--- config.mk ---
export PLATFORM = sky130hd
export DESIGN_NAME = moc_oc2_elem
export DESIGN_NICKNAME = d
export VERILOG_FILES = /design/src/moc_pkg.sv /design/src/moc_avg.sv /design/src/moc_oc2_elem.sv
export SDC_FILE = /design/constraint.sdc
export NUM_CORES = 2
export LEC_CHECK = 0
export ABC_CLOCK_PERIOD_IN_PS = 8600
export BUFFER_PORTS_ARGS = -buffer_cell sky130_fd_sc_hd__buf_2
export CAP_MARGIN = 5
export CORE_AREA = 8 8 391 393
export CTS_BUF_LIST = sky130_fd_sc_hd__clkbuf_8
export DETAILED_ROUTE_END_ITERATION = 8
export DIE_AREA = 0 0 399 401
export GPL_TIMING_DRIVEN = 0
export SYNTH_ARGS = -nofsm -noshare
export SYNTH_HDL_FRONTEND = slang
export SYNTH_HIERARCHICAL = 1
export SYNTH_SLANG_ARGS = --single-unit
--- constraint.sdc ---
create_clock -name clock -period 8.6 [get_ports clock]
set_input_delay 1.72 -clock clock [delete_from_list [all_inputs] [get_ports clock]]
set_output_delay 1.72 -clock clock [all_outputs]
set_load 0.02 [all_outputs]
--- src/moc_pkg.sv ---
/*
  Shared constants, register map and types for the motor overcurrent
  time element (second stage). Assumes a 50 MHz single clock domain.
*/
// Functional notes
// - averaging takes mean over configured cycle count
// - averaging switch selects averaged or raw current
// - stage works only with breaker aux input
// - pickup is setting, or 1.15x under IEC
// - timer advances only above operating setting
// - trip needs detection and expired timer
// - 200 ms reset timer against contact chatter
// - stage enable off keeps output inactive
// - operating current 200..2000 percent, step 2
// - time multiplier 4..240, step 1
// - curve select: long inverse or definite
// - locked rotor input switches to stage two
// - changeover delay 0.0..60.0 s, 0.1 s
// - definite time within 5 percent/50 ms
// - long inverse within table/100 ms
package moc_pkg;
  localparam int CLK_HZ = 50_000_000;
  localparam int TICK_MS = 10;
  localparam int TICK_CYCLES = CLK_HZ / 1000 * TICK_MS;
  localparam int RESET_MS = 200;
  localparam int RESET_TICKS = RESET_MS / TICK_MS;
  localparam int DT_MS_PER_K = 200;
  localparam int DT_TICKS_PER_K = DT_MS_PER_K / TICK_MS;
  // long inverse: t = 3 s * K / (I / 100 %), integrated per tick
  localparam int LI_MS_PCT_PER_K = 3000 * 100;
  localparam int LI_ACC_PER_K = LI_MS_PCT_PER_K / TICK_MS;
  localparam int LI_CLAMP_PCT = 2000;
  localparam int LR_STEP_MS = 100;
  localparam int LR_TICKS_PER_STEP = LR_STEP_MS / TICK_MS;

  localparam logic [10:0] PICK_MIN = 11'h0C8;
  localparam logic [10:0] PICK_MAX = 11'h7D0;
  localparam logic [7:0] KOCT_MIN = 8'h04;
  localparam logic [7:0] KOCT_MAX = 8'hF0;
  localparam logic [9:0] LRDLY_MAX = 10'h258;

  localparam logic [7:0] OFS_CTRL = 8'h00;
  localparam logic [7:0] OFS_PICK = 8'h04;
  localparam logic [7:0] OFS_KOCT = 8'h08;
  localparam logic [7:0] OFS_AVGN = 8'h0C;
  localparam logic [7:0] OFS_LRDLY = 8'h10;
  localparam logic [7:0] OFS_STATUS = 8'h14;
  localparam logic [7:0] OFS_CUR = 8'h18;
  localparam logic [7:0] OFS_IRQ_ST = 8'h1C;
  localparam logic [7:0] OFS_IRQ_EN = 8'h20;
  localparam logic [7:0] OFS_IRQ_CLR = 8'h24;

  localparam logic [4:0] CTRL_RST = 5'h00;
  localparam logic [5:0] AVGN_RST = 6'h01;
  localparam logic [9:0] LRDLY_RST = 10'h000;

  typedef struct packed {
    logic lr_en;
    logic curve_dt;
    logic iec_en;
    logic avg_en;
    logic stage_en;
  } moc_cfg_s;

  typedef struct packed {
    logic change;
    logic detect;
    logic trip;
  } moc_evt_s;

  typedef enum logic [2:0] {
    ST_IDLE = 3'b001,
    ST_RUN = 3'b010,
    ST_HOLD = 3'b100
  } moc_st_e;

  typedef logic [15:0] moc_cur_t;
endpackage : moc_pkg

--- src/moc_avg.sv ---
/*
  Sliding mean of per-cycle current values over n cycles, with a serial
  divider. Assumes samples arrive far apart (one per power cycle).
*/
module moc_avg
  import moc_pkg::*;
#(
  parameter int W = 16,
  parameter int NW = 6,
  parameter int DEPTH = 64
)
(
  input wire logic clock, // system clock
  input wire logic resetn, // sync reset, active low
  input wire logic in_valid, // new cycle value
  input wire logic [W-1:0] in_val, // cycle value
  input wire logic [NW-1:0] n_cyc, // cycles to average, 0 acts as 1
  output logic out_valid, // mean ready pulse
  output logic [W-1:0] out_val // mean value
);
  localparam int AW = $clog2(DEPTH);
  localparam int SW = W + NW;
  logic [W-1:0] mem [DEPTH];
  logic [AW-1:0] wp_r;
  logic [NW-1:0] fill_r;
  logic [NW-1:0] n_eff;
  logic [NW-1:0] n_last_r;
  logic [SW-1:0] sum_r;
  logic [SW-1:0] quo_r;
  logic [NW-1:0] rem_r;
  logic [NW:0] rem_sh;
  logic ge;
  logic [4:0] cnt_r;
  logic busy_r;
  logic start_r;
  logic [W-1:0] old;

  assign n_eff = (n_cyc == '0) ? NW'(1) : n_cyc;
  assign old = mem[wp_r - AW'(n_eff)];
  assign rem_sh = {rem_r, quo_r[SW-1]};
  assign ge = rem_sh >= {1'b0, fill_r};

  always_ff @(posedge clock)
  begin
    if (in_valid)
      mem[wp_r] <= in_val;
  end

  always_ff @(posedge clock)
  begin
    if (!resetn || n_eff != n_last_r)
    begin
      wp_r <= '0;
      fill_r <= '0;
      sum_r <= '0;
      start_r <= 1'b0;
    end
    else
    begin
      start_r <= in_valid;
      if (in_valid)
      begin
        wp_r <= wp_r + AW'(1);
        if (fill_r < n_eff)
        begin
          fill_r <= fill_r + NW'(1);
          sum_r <= sum_r + SW'(in_val);
        end
        else
          sum_r <= sum_r + SW'(in_val) - SW'(old);
      end
    end
    n_last_r <= resetn ? n_eff : NW'(1);
  end

  // divide by cycles held; early means use fewer cycles
  always_ff @(posedge clock)
  begin
    if (!resetn)
    begin
      busy_r <= 1'b0;
      cnt_r <= '0;
      quo_r <= '0;
      rem_r <= '0;
      out_valid <= 1'b0;
      out_val <= '0;
    end
    else
    begin
      out_valid <= 1'b0;
      if (start_r && fill_r != '0)
      begin
        busy_r <= 1'b1;
        cnt_r <= 5'(SW);
        quo_r <= sum_r;
        rem_r <= '0;
      end
      else if (busy_r)
      begin
        rem_r <= ge ? NW'(rem_sh - {1'b0, fill_r}) : rem_sh[NW-1:0];
        quo_r <= {quo_r[SW-2:0], ge};
        cnt_r <= cnt_r - 5'(1);
        if (cnt_r == 5'(1))
        begin
          busy_r <= 1'b0;
          out_valid <= 1'b1;
          out_val <= W'({quo_r[SW-2:0], ge});
        end
      end
    end
  end
endmodule : moc_avg

--- src/moc_oc2_elem.sv ---
/*
  Second overcurrent stage of a motor relay: averaging select, pickup
  compare, long inverse / definite timer, reset timer, locked rotor
  changeover, register port and interrupt. Inputs are per-cycle current
  values in percent of rated current and two pin inputs.
*/
// Chosen here: the plain strobed port and the register offsets.
module moc_oc2_elem
  import moc_pkg::*;
#(
  parameter int TICK_CYC = moc_pkg::TICK_CYCLES,
  parameter int AVG_DEPTH = 64
)
(
  input wire logic clock, // 50 MHz
  input wire logic resetn, // sync reset, active low
  input wire logic [7:0] addr, // register byte address
  input wire logic [31:0] wdata, // write data
  input wire logic wr, // write strobe
  input wire logic rd, // read strobe
  output logic [31:0] rdata, // read data, cycle after rd
  input wire logic cur_valid, // one value per power cycle
  input wire moc_pkg::moc_cur_t cur_sample, // current, 1 % of rated
  input wire logic breaker_aux_input, // breaker aux contact pin
  input wire logic locked_rotor_input, // changeover request pin
  output logic detect, // detection output
  output logic trip, // stage operating output
  output logic stage2_active, // supervision on second stage
  output logic irq // level interrupt
);
  import moc_pkg::*;
  localparam int TW = $clog2(TICK_CYC);

  logic [1:0] pin_s1_r;
  logic [1:0] pin_s2_r;
  logic aux;
  logic lr;
  moc_cfg_s cfg_r;
  logic [10:0] pick_r;
  logic [7:0] koct_r;
  logic [5:0] avgn_r;
  logic [9:0] lrdly_r;
  moc_evt_s irq_st_r;
  moc_evt_s irq_en_r;
  moc_evt_s evt;
  logic [TW-1:0] tick_cnt_r;
  logic tick_r;
  logic avg_valid;
  moc_cur_t avg_val;
  moc_cur_t elem_r;
  logic [20:0] cur_x20;
  logic [20:0] set_x23;
  logic over_set;
  logic over_pick;
  logic operable;
  logic active;
  logic [23:0] acc_r;
  logic [23:0] limit;
  logic [23:0] inc;
  logic timer_done;
  moc_st_e st_r;
  moc_st_e st_nxt;
  logic [4:0] rst_cnt_r;
  logic hold_done;
  logic [12:0] lr_cnt_r;
  logic wr_clr;

  // pins cross in through two flops
  always_ff @(posedge clock)
  begin
    if (!resetn)
    begin
      pin_s1_r <= 2'h0;
      pin_s2_r <= 2'h0;
    end
    else
    begin
      pin_s1_r <= {locked_rotor_input, breaker_aux_input};
      pin_s2_r <= pin_s1_r;
    end
  end
  assign aux = pin_s2_r[0];
  assign lr = pin_s2_r[1];

  // settings are clamped on write so the timer never sees illegal values
  always_ff @(posedge clock)
  begin
    if (!resetn)
    begin
      cfg_r <= CTRL_RST;
      pick_r <= PICK_MIN;
      koct_r <= KOCT_MIN;
      avgn_r <= AVGN_RST;
      lrdly_r <= LRDLY_RST;
      irq_en_r <= '0;
    end
    else if (wr)
    begin
      case (addr)
        OFS_CTRL: cfg_r <= wdata[4:0];
        OFS_PICK: pick_r <= (wdata < 32'(PICK_MIN)) ? PICK_MIN :
                            (wdata > 32'(PICK_MAX)) ? PICK_MAX : {wdata[10:1], 1'b0};
        OFS_KOCT: koct_r <= (wdata < 32'(KOCT_MIN)) ? KOCT_MIN :
                            (wdata > 32'(KOCT_MAX)) ? KOCT_MAX : wdata[7:0];
        OFS_AVGN: avgn_r <= wdata[5:0];
        OFS_LRDLY: lrdly_r <= (wdata > 32'(LRDLY_MAX)) ? LRDLY_MAX : wdata[9:0];
        OFS_IRQ_EN: irq_en_r <= wdata[2:0];
        default: ;
      endcase
    end
  end

  always_ff @(posedge clock)
  begin
    if (!resetn)
    begin
      tick_cnt_r <= '0;
      tick_r <= 1'b0;
    end
    else if (tick_cnt_r == TW'(TICK_CYC - 1))
    begin
      tick_cnt_r <= '0;
      tick_r <= 1'b1;
    end
    else
    begin
      tick_cnt_r <= tick_cnt_r + TW'(1);
      tick_r <= 1'b0;
    end
  end

  moc_avg #(
    .W(16),
    .NW(6),
    .DEPTH(AVG_DEPTH)
  ) moc_avg_inst (
    .clock(clock),
    .resetn(resetn),
    .in_valid(cur_valid),
    .in_val(cur_sample),
    .n_cyc(avgn_r),
    .out_valid(avg_valid),
    .out_val(avg_val)
  );

  // averaged or raw value feeds the stage
  always_ff @(posedge clock)
  begin
    if (!resetn)
      elem_r <= '0;
    else if (cfg_r.avg_en && avg_valid)
      elem_r <= avg_val;
    else if (!cfg_r.avg_en && cur_valid)
      elem_r <= cur_sample;
  end

  assign cur_x20 = 21'(elem_r) * 21'(20);
  assign set_x23 = 21'(pick_r) * 21'(23);
  assign over_set = elem_r > 16'(pick_r);
  assign over_pick = cfg_r.iec_en ? (cur_x20 > set_x23) : over_set;
  assign operable = cfg_r.stage_en && aux && (!cfg_r.lr_en || stage2_active);
  // once tripped, only the pickup level keeps the output alive
  assign active = trip ? over_pick : over_set;

  // per-tick increment and limit per curve
  assign inc = cfg_r.curve_dt ? 24'(1) :
               (elem_r > 16'(LI_CLAMP_PCT)) ? 24'(LI_CLAMP_PCT) : 24'(elem_r);
  assign limit = cfg_r.curve_dt ? 24'(int'(koct_r) * DT_TICKS_PER_K) :
                 24'(int'(koct_r) * LI_ACC_PER_K);
  assign timer_done = acc_r >= limit;

  always_comb
  begin
    st_nxt = st_r;
    unique case (st_r)
      ST_IDLE: if (active) st_nxt = ST_RUN;
      ST_RUN: if (!active) st_nxt = ST_HOLD;
      ST_HOLD:
      begin
        if (active)
          st_nxt = ST_RUN;
        else if (hold_done)
          st_nxt = ST_IDLE;
      end
      default: st_nxt = ST_IDLE;
    endcase
    if (!operable)
      st_nxt = ST_IDLE;
  end

  always_ff @(posedge clock)
  begin
    if (!resetn)
      st_r <= ST_IDLE;
    else
      st_r <= st_nxt;
  end

  // reset timer counts ticks while dropped out
  assign hold_done = st_r == ST_HOLD && tick_r && rst_cnt_r == 5'(RESET_TICKS - 1);
  always_ff @(posedge clock)
  begin
    if (!resetn || st_r != ST_HOLD || active)
      rst_cnt_r <= '0;
    else if (tick_r)
      rst_cnt_r <= rst_cnt_r + 5'(1);
  end

  // tick-granular integrator, error under one tick
  always_ff @(posedge clock)
  begin
    if (!resetn || !operable || hold_done)
      acc_r <= '0;
    else if (tick_r && over_set && !timer_done)
      acc_r <= acc_r + inc;
  end

  always_ff @(posedge clock)
  begin
    if (!resetn)
    begin
      trip <= 1'b0;
      detect <= 1'b0;
    end
    else
    begin
      detect <= operable && over_pick;
      if (!operable || hold_done)
        trip <= 1'b0;
      else if (over_pick && timer_done)
        trip <= 1'b1;
    end
  end

  always_ff @(posedge clock)
  begin
    if (!resetn || !lr)
    begin
      lr_cnt_r <= '0;
      stage2_active <= 1'b0;
    end
    else if (!stage2_active)
    begin
      if (lr_cnt_r >= 13'(int'(lrdly_r) * LR_TICKS_PER_STEP))
        stage2_active <= 1'b1;
      else if (tick_r)
        lr_cnt_r <= lr_cnt_r + 13'(1);
    end
  end

  assign evt.trip = operable && !hold_done && over_pick && timer_done && !trip;
  assign evt.detect = operable && over_pick && !detect;
  assign evt.change = lr && !stage2_active &&
                      lr_cnt_r >= 13'(int'(lrdly_r) * LR_TICKS_PER_STEP);
  assign wr_clr = wr && addr == OFS_IRQ_CLR;

  // new events win over a clear in the same cycle
  always_ff @(posedge clock)
  begin
    if (!resetn)
    begin
      irq_st_r <= '0;
      irq <= 1'b0;
    end
    else
    begin
      irq_st_r <= (irq_st_r & ~(wr_clr ? moc_evt_s'(wdata[2:0]) : '0)) | evt;
      irq <= |(irq_st_r & irq_en_r);
    end
  end

  always_ff @(posedge clock)
  begin
    if (!resetn || !rd)
      rdata <= '0;
    else
    begin
      case (addr)
        OFS_CTRL: rdata <= 32'(cfg_r);
        OFS_PICK: rdata <= 32'(pick_r);
        OFS_KOCT: rdata <= 32'(koct_r);
        OFS_AVGN: rdata <= 32'(avgn_r);
        OFS_LRDLY: rdata <= 32'(lrdly_r);
        OFS_STATUS: rdata <= 32'({lr, aux, stage2_active, trip, detect, st_r});
        OFS_CUR: rdata <= 32'(elem_r);
        OFS_IRQ_ST: rdata <= 32'(irq_st_r);
        OFS_IRQ_EN: rdata <= 32'(irq_en_r);
        default: rdata <= '0;
      endcase
    end
  end
endmodule : moc_oc2_elem

==> qor.yml <==
outcome:
  status: "finished, final reports clean"
drt:
  via_count: 34800
  post_drt_via_cell_ratio: 5.48
  first_pass_iters: 5
  ant_nets: 0
  drc: 0
  drt_wl_total_um: 146000
  routedWlPerCell_um: 23.1
  drt_iter0_drc: 3175
grt:
  antenna_found_initial: 7
  grtUsageTotal_pct: 17.9
  grt_pass1_vias: 34900
  grt_max_degree: 68
  use_met2_pct: 28.3
  grt_pass1_wl_um: 219000
  met3_usage_pct: 3.57
  busiest_layer: "met2"
  grt-ovfl-total: 0
  use_met1_pct: 25.1
floorplan:
  std_cell_rows: 141
  die_area_mm2: 0.160
  core_mm2: 0.147
  initial_utilization_pct: 39.6
  die_y_um: 401
  ios: 99
  die_w_um: 399
worst_setup_path:
  r2r_start: "avgn_r[5]"
  timing.reg2reg.worst_path_depth: 23
  reg2reg_to: "moc_avg_inst/sum_r[21]"
  cp_data_arrival_time_ns: 9.12
  start_kind: "flip-flop"
  critPathKind: "reg -> reg"
  rrSetupSlack_ns: 0.24
  cp-end-kind: "flip-flop"
  critPathRequiredTime_ns: 9.36
  crit_fanout: 10
synthesis:
  synth_area_mm2: 0.0582
  netlist_top_cells_count: "1024 x edfxtp_1, 320 x mux4_2, 276 x nor2_1"
  ys_async_sr_fraction_pct: 0
  synth_edf_count: 1024
  synth-main-ff-cell: "edfxtp_1"
  yosysWarnings: 6
  ys_top_cells_by_area: "edfxtp_1 53%, mux4_2 12%, dfxtp_1 8.3%, ha_1 5.7%, nor2_1 1.8%"
  synth_seq_area_share_pct: 61.2
  avgSynthCellArea_um2: 15.0
  ys_seq_elements: 1266
  netlist.area_leader.share_pct: 52.9
  synth_most_common_cell: "edfxtp_1"
  synth.largest_area_cell: "edfxtp_1"
  synth_cells: 3878
  synth_cell_types: 83
place:
  place_inst: 5976
  dp_hpwl_um: 102000
  place_ws_ns: 0.283
  gp_congestion: 0.893
  dpl_cell_area_mm2: 0.0625
  port_buffers: 77
cells_and_area:
  multi_input_area_mm2: 0.0214
  fin_util_pct: 45.3
  area_growth_pct: 14.4
  instances_no_fill: 6344
  nFillCells: 12900
  drive_gt1_share_pct: 20.0
  seq_area_mm2: 0.0356
  stdcell_area_mm2: 0.0665
  nNetsFinal: 4620
worst_hold_path:
  worst_hold_path_type: "reg -> reg"
  min_path_cells: 1
  hp-start: "pin_s1_r[0]"
  hold_end: "pin_s2_r[0]"
timing:
  worst_slew_pin_slew_ns: 1.35
  rsz0062_at_grt: "no"
  holdWs_ns: 0.437
  slew_headroom_pct: 9.67
  setup_viol: 0
  slew_viol_final: 0
  period_share_pct: 97.2
  fin_ws_ns: 0.240
  min_period_ns: 8.36
  fin_tns_setup_ns: 0
  hold_viol: 0
  fin_skew_ns: 0.0672
  timing.fmax_mhz: 120
clock_tree:
  clock_sinks: 1266
  clkTransAtPathRegs_ns: 0.06
  cts.htree.levels: 4
  cts_hold_buf: 0
  cts_tree: "built"
  cts_resized: 0
  cts_root_buffer: "clkbuf_8"
  cts_buffers: 198
  postCtsSetupRepairBufs: 0
  clock_latency_ns: 0.93
  cts.path.max_buffers: 3
power:
  power_mw: 14.4
  leakage_nw: 23.3
  power_density_mw_per_mm2: 217
  peakVddDrop_v: 0.000128
flow_run:
  maxCapViolations: 0
[cell families (layout without fill, tap and decap cells)]
logic type	count (synthesis)	count (layout)	share of synthesized area, %
compound gates	540	540	6.28
fa+ha+maj	307	307	7.17
buf+inv	367	881	2.48
other cells	1	23	0.00645
mux	400	400	13.8
xor+xnor	138	138	2.08
simple gates	859	859	6.98
flops	1266	1266	61.2
[worst max path at each step]
stage | from | end | slack, ns
detailed placement | avgn_r[5] | moc_avg_inst/sum_r[21] | 0.28
finish | avgn_r[5] | moc_avg_inst/sum_r[21] | 0.24
CTS | avgn_r[1] | moc_avg_inst/sum_r[21] | 0.25
floorplan | koct_r[6] | acc_r[7] | 2.35
global route | avgn_r[1] | moc_avg_inst/sum_r[21] | 0.002
global placement | avgn_r[5] | moc_avg_inst/sum_r[21] | -0.08
[layout make-up]
class | count | area share (%)
diodes | 2 | 0.00752
clock inverters | 148 | 1.47
clock buffers | 214 | 4.43
repair buffers | 152 | 2.60
plain buffers | 184 | 1.15
well taps | 1930 | 3.63
inverters | 183 | 1.03
flip-flops and latches | 1266 | 53.5
multi-input cells | 2265 | 32.2
[flip-flops by register name (all words and copies together) (netlist names), 8 cells and up]
| name | count |
|---|---|
| moc_avg_inst/mem | 1024 |
| acc_r | 24 |
| moc_avg_inst/quo_r | 22 |
| moc_avg_inst/sum_r | 22 |
| tick_cnt_r | 19 |
| elem_r | 16 |
| moc_avg_inst/out_val | 16 |
| rdata | 16 |
| lr_cnt_r | 13 |
| lrdly_r | 10 |
| pick_r | 10 |
| koct_r | 8 |
[metal layers]
layer,vias to the layer above,part of all wire (%)
met5,-,0
met2,1191,46
met4,0,2.6
met3,228,6.9
met1,17600,44
li1,15700,-
[worst max-delay path: stages (launching register included)]
cell	delay [ns]
dfxtp_1	0.67
inv_1	0.14
a21oi_1	0.36
inv_1	0.20
ha_1	0.32
clkbuf_1	0.25
clkbuf_1	0.73
clkbuf_1	1.01
mux4_2	0.64
mux4_2	0.54
mux2i_1	0.33
nand2_1	0.16
o21ai_0	0.11
ha_1	0.32
a2111oi_0	0.47
nor3_1	0.09
o21a_1	0.18
o21ai_1	0.23
a21oi_1	0.14
a211o_1	0.35
a21oi_1	0.31
nand3_1	0.11
a21oi_1	0.20
mux2_2	0.35
[placed cells by master, fill, tap and decap left out, types with 20 or more instances in the layout]
cell and count:
clkinv_2 26, nor2_2 53, a311oi_1 20, a211oi_1 29, edfxtp_1 1024, xnor2_1 87
nand2_1 218, nand3_1 74, nor2_1 224, o21ai_0 101, a31oi_1 20, a22oi_1 29
clkbuf_1 135, fa_1 44, a21oi_1 136, ha_1 263, clkbuf_8 214, nand4_1 31
buf_2 74, o211a_1 24, clkinv_1 36, inv_1 241, nor4_1 22, dfxtp_1 242
nor2b_1 27, nand2b_1 34, nor3_1 51, buf_4 26, mux2i_1 62, buf_8 34
a21boi_0 26, xor2_1 50, a21o_1 35, conb_1 21, mux4_2 320, buf_1 25
and2_1 31
[report_power, final]
group          switching (mW)  leakage (nW)  internal (mW)  total [mW]
sequential             0.0861          11.2           6.70        6.78
clock                    2.43          2.23           2.60        5.03
combinational            1.50          9.89           1.11        2.61
Note: power is estimated with default switching activity, not from simulation.
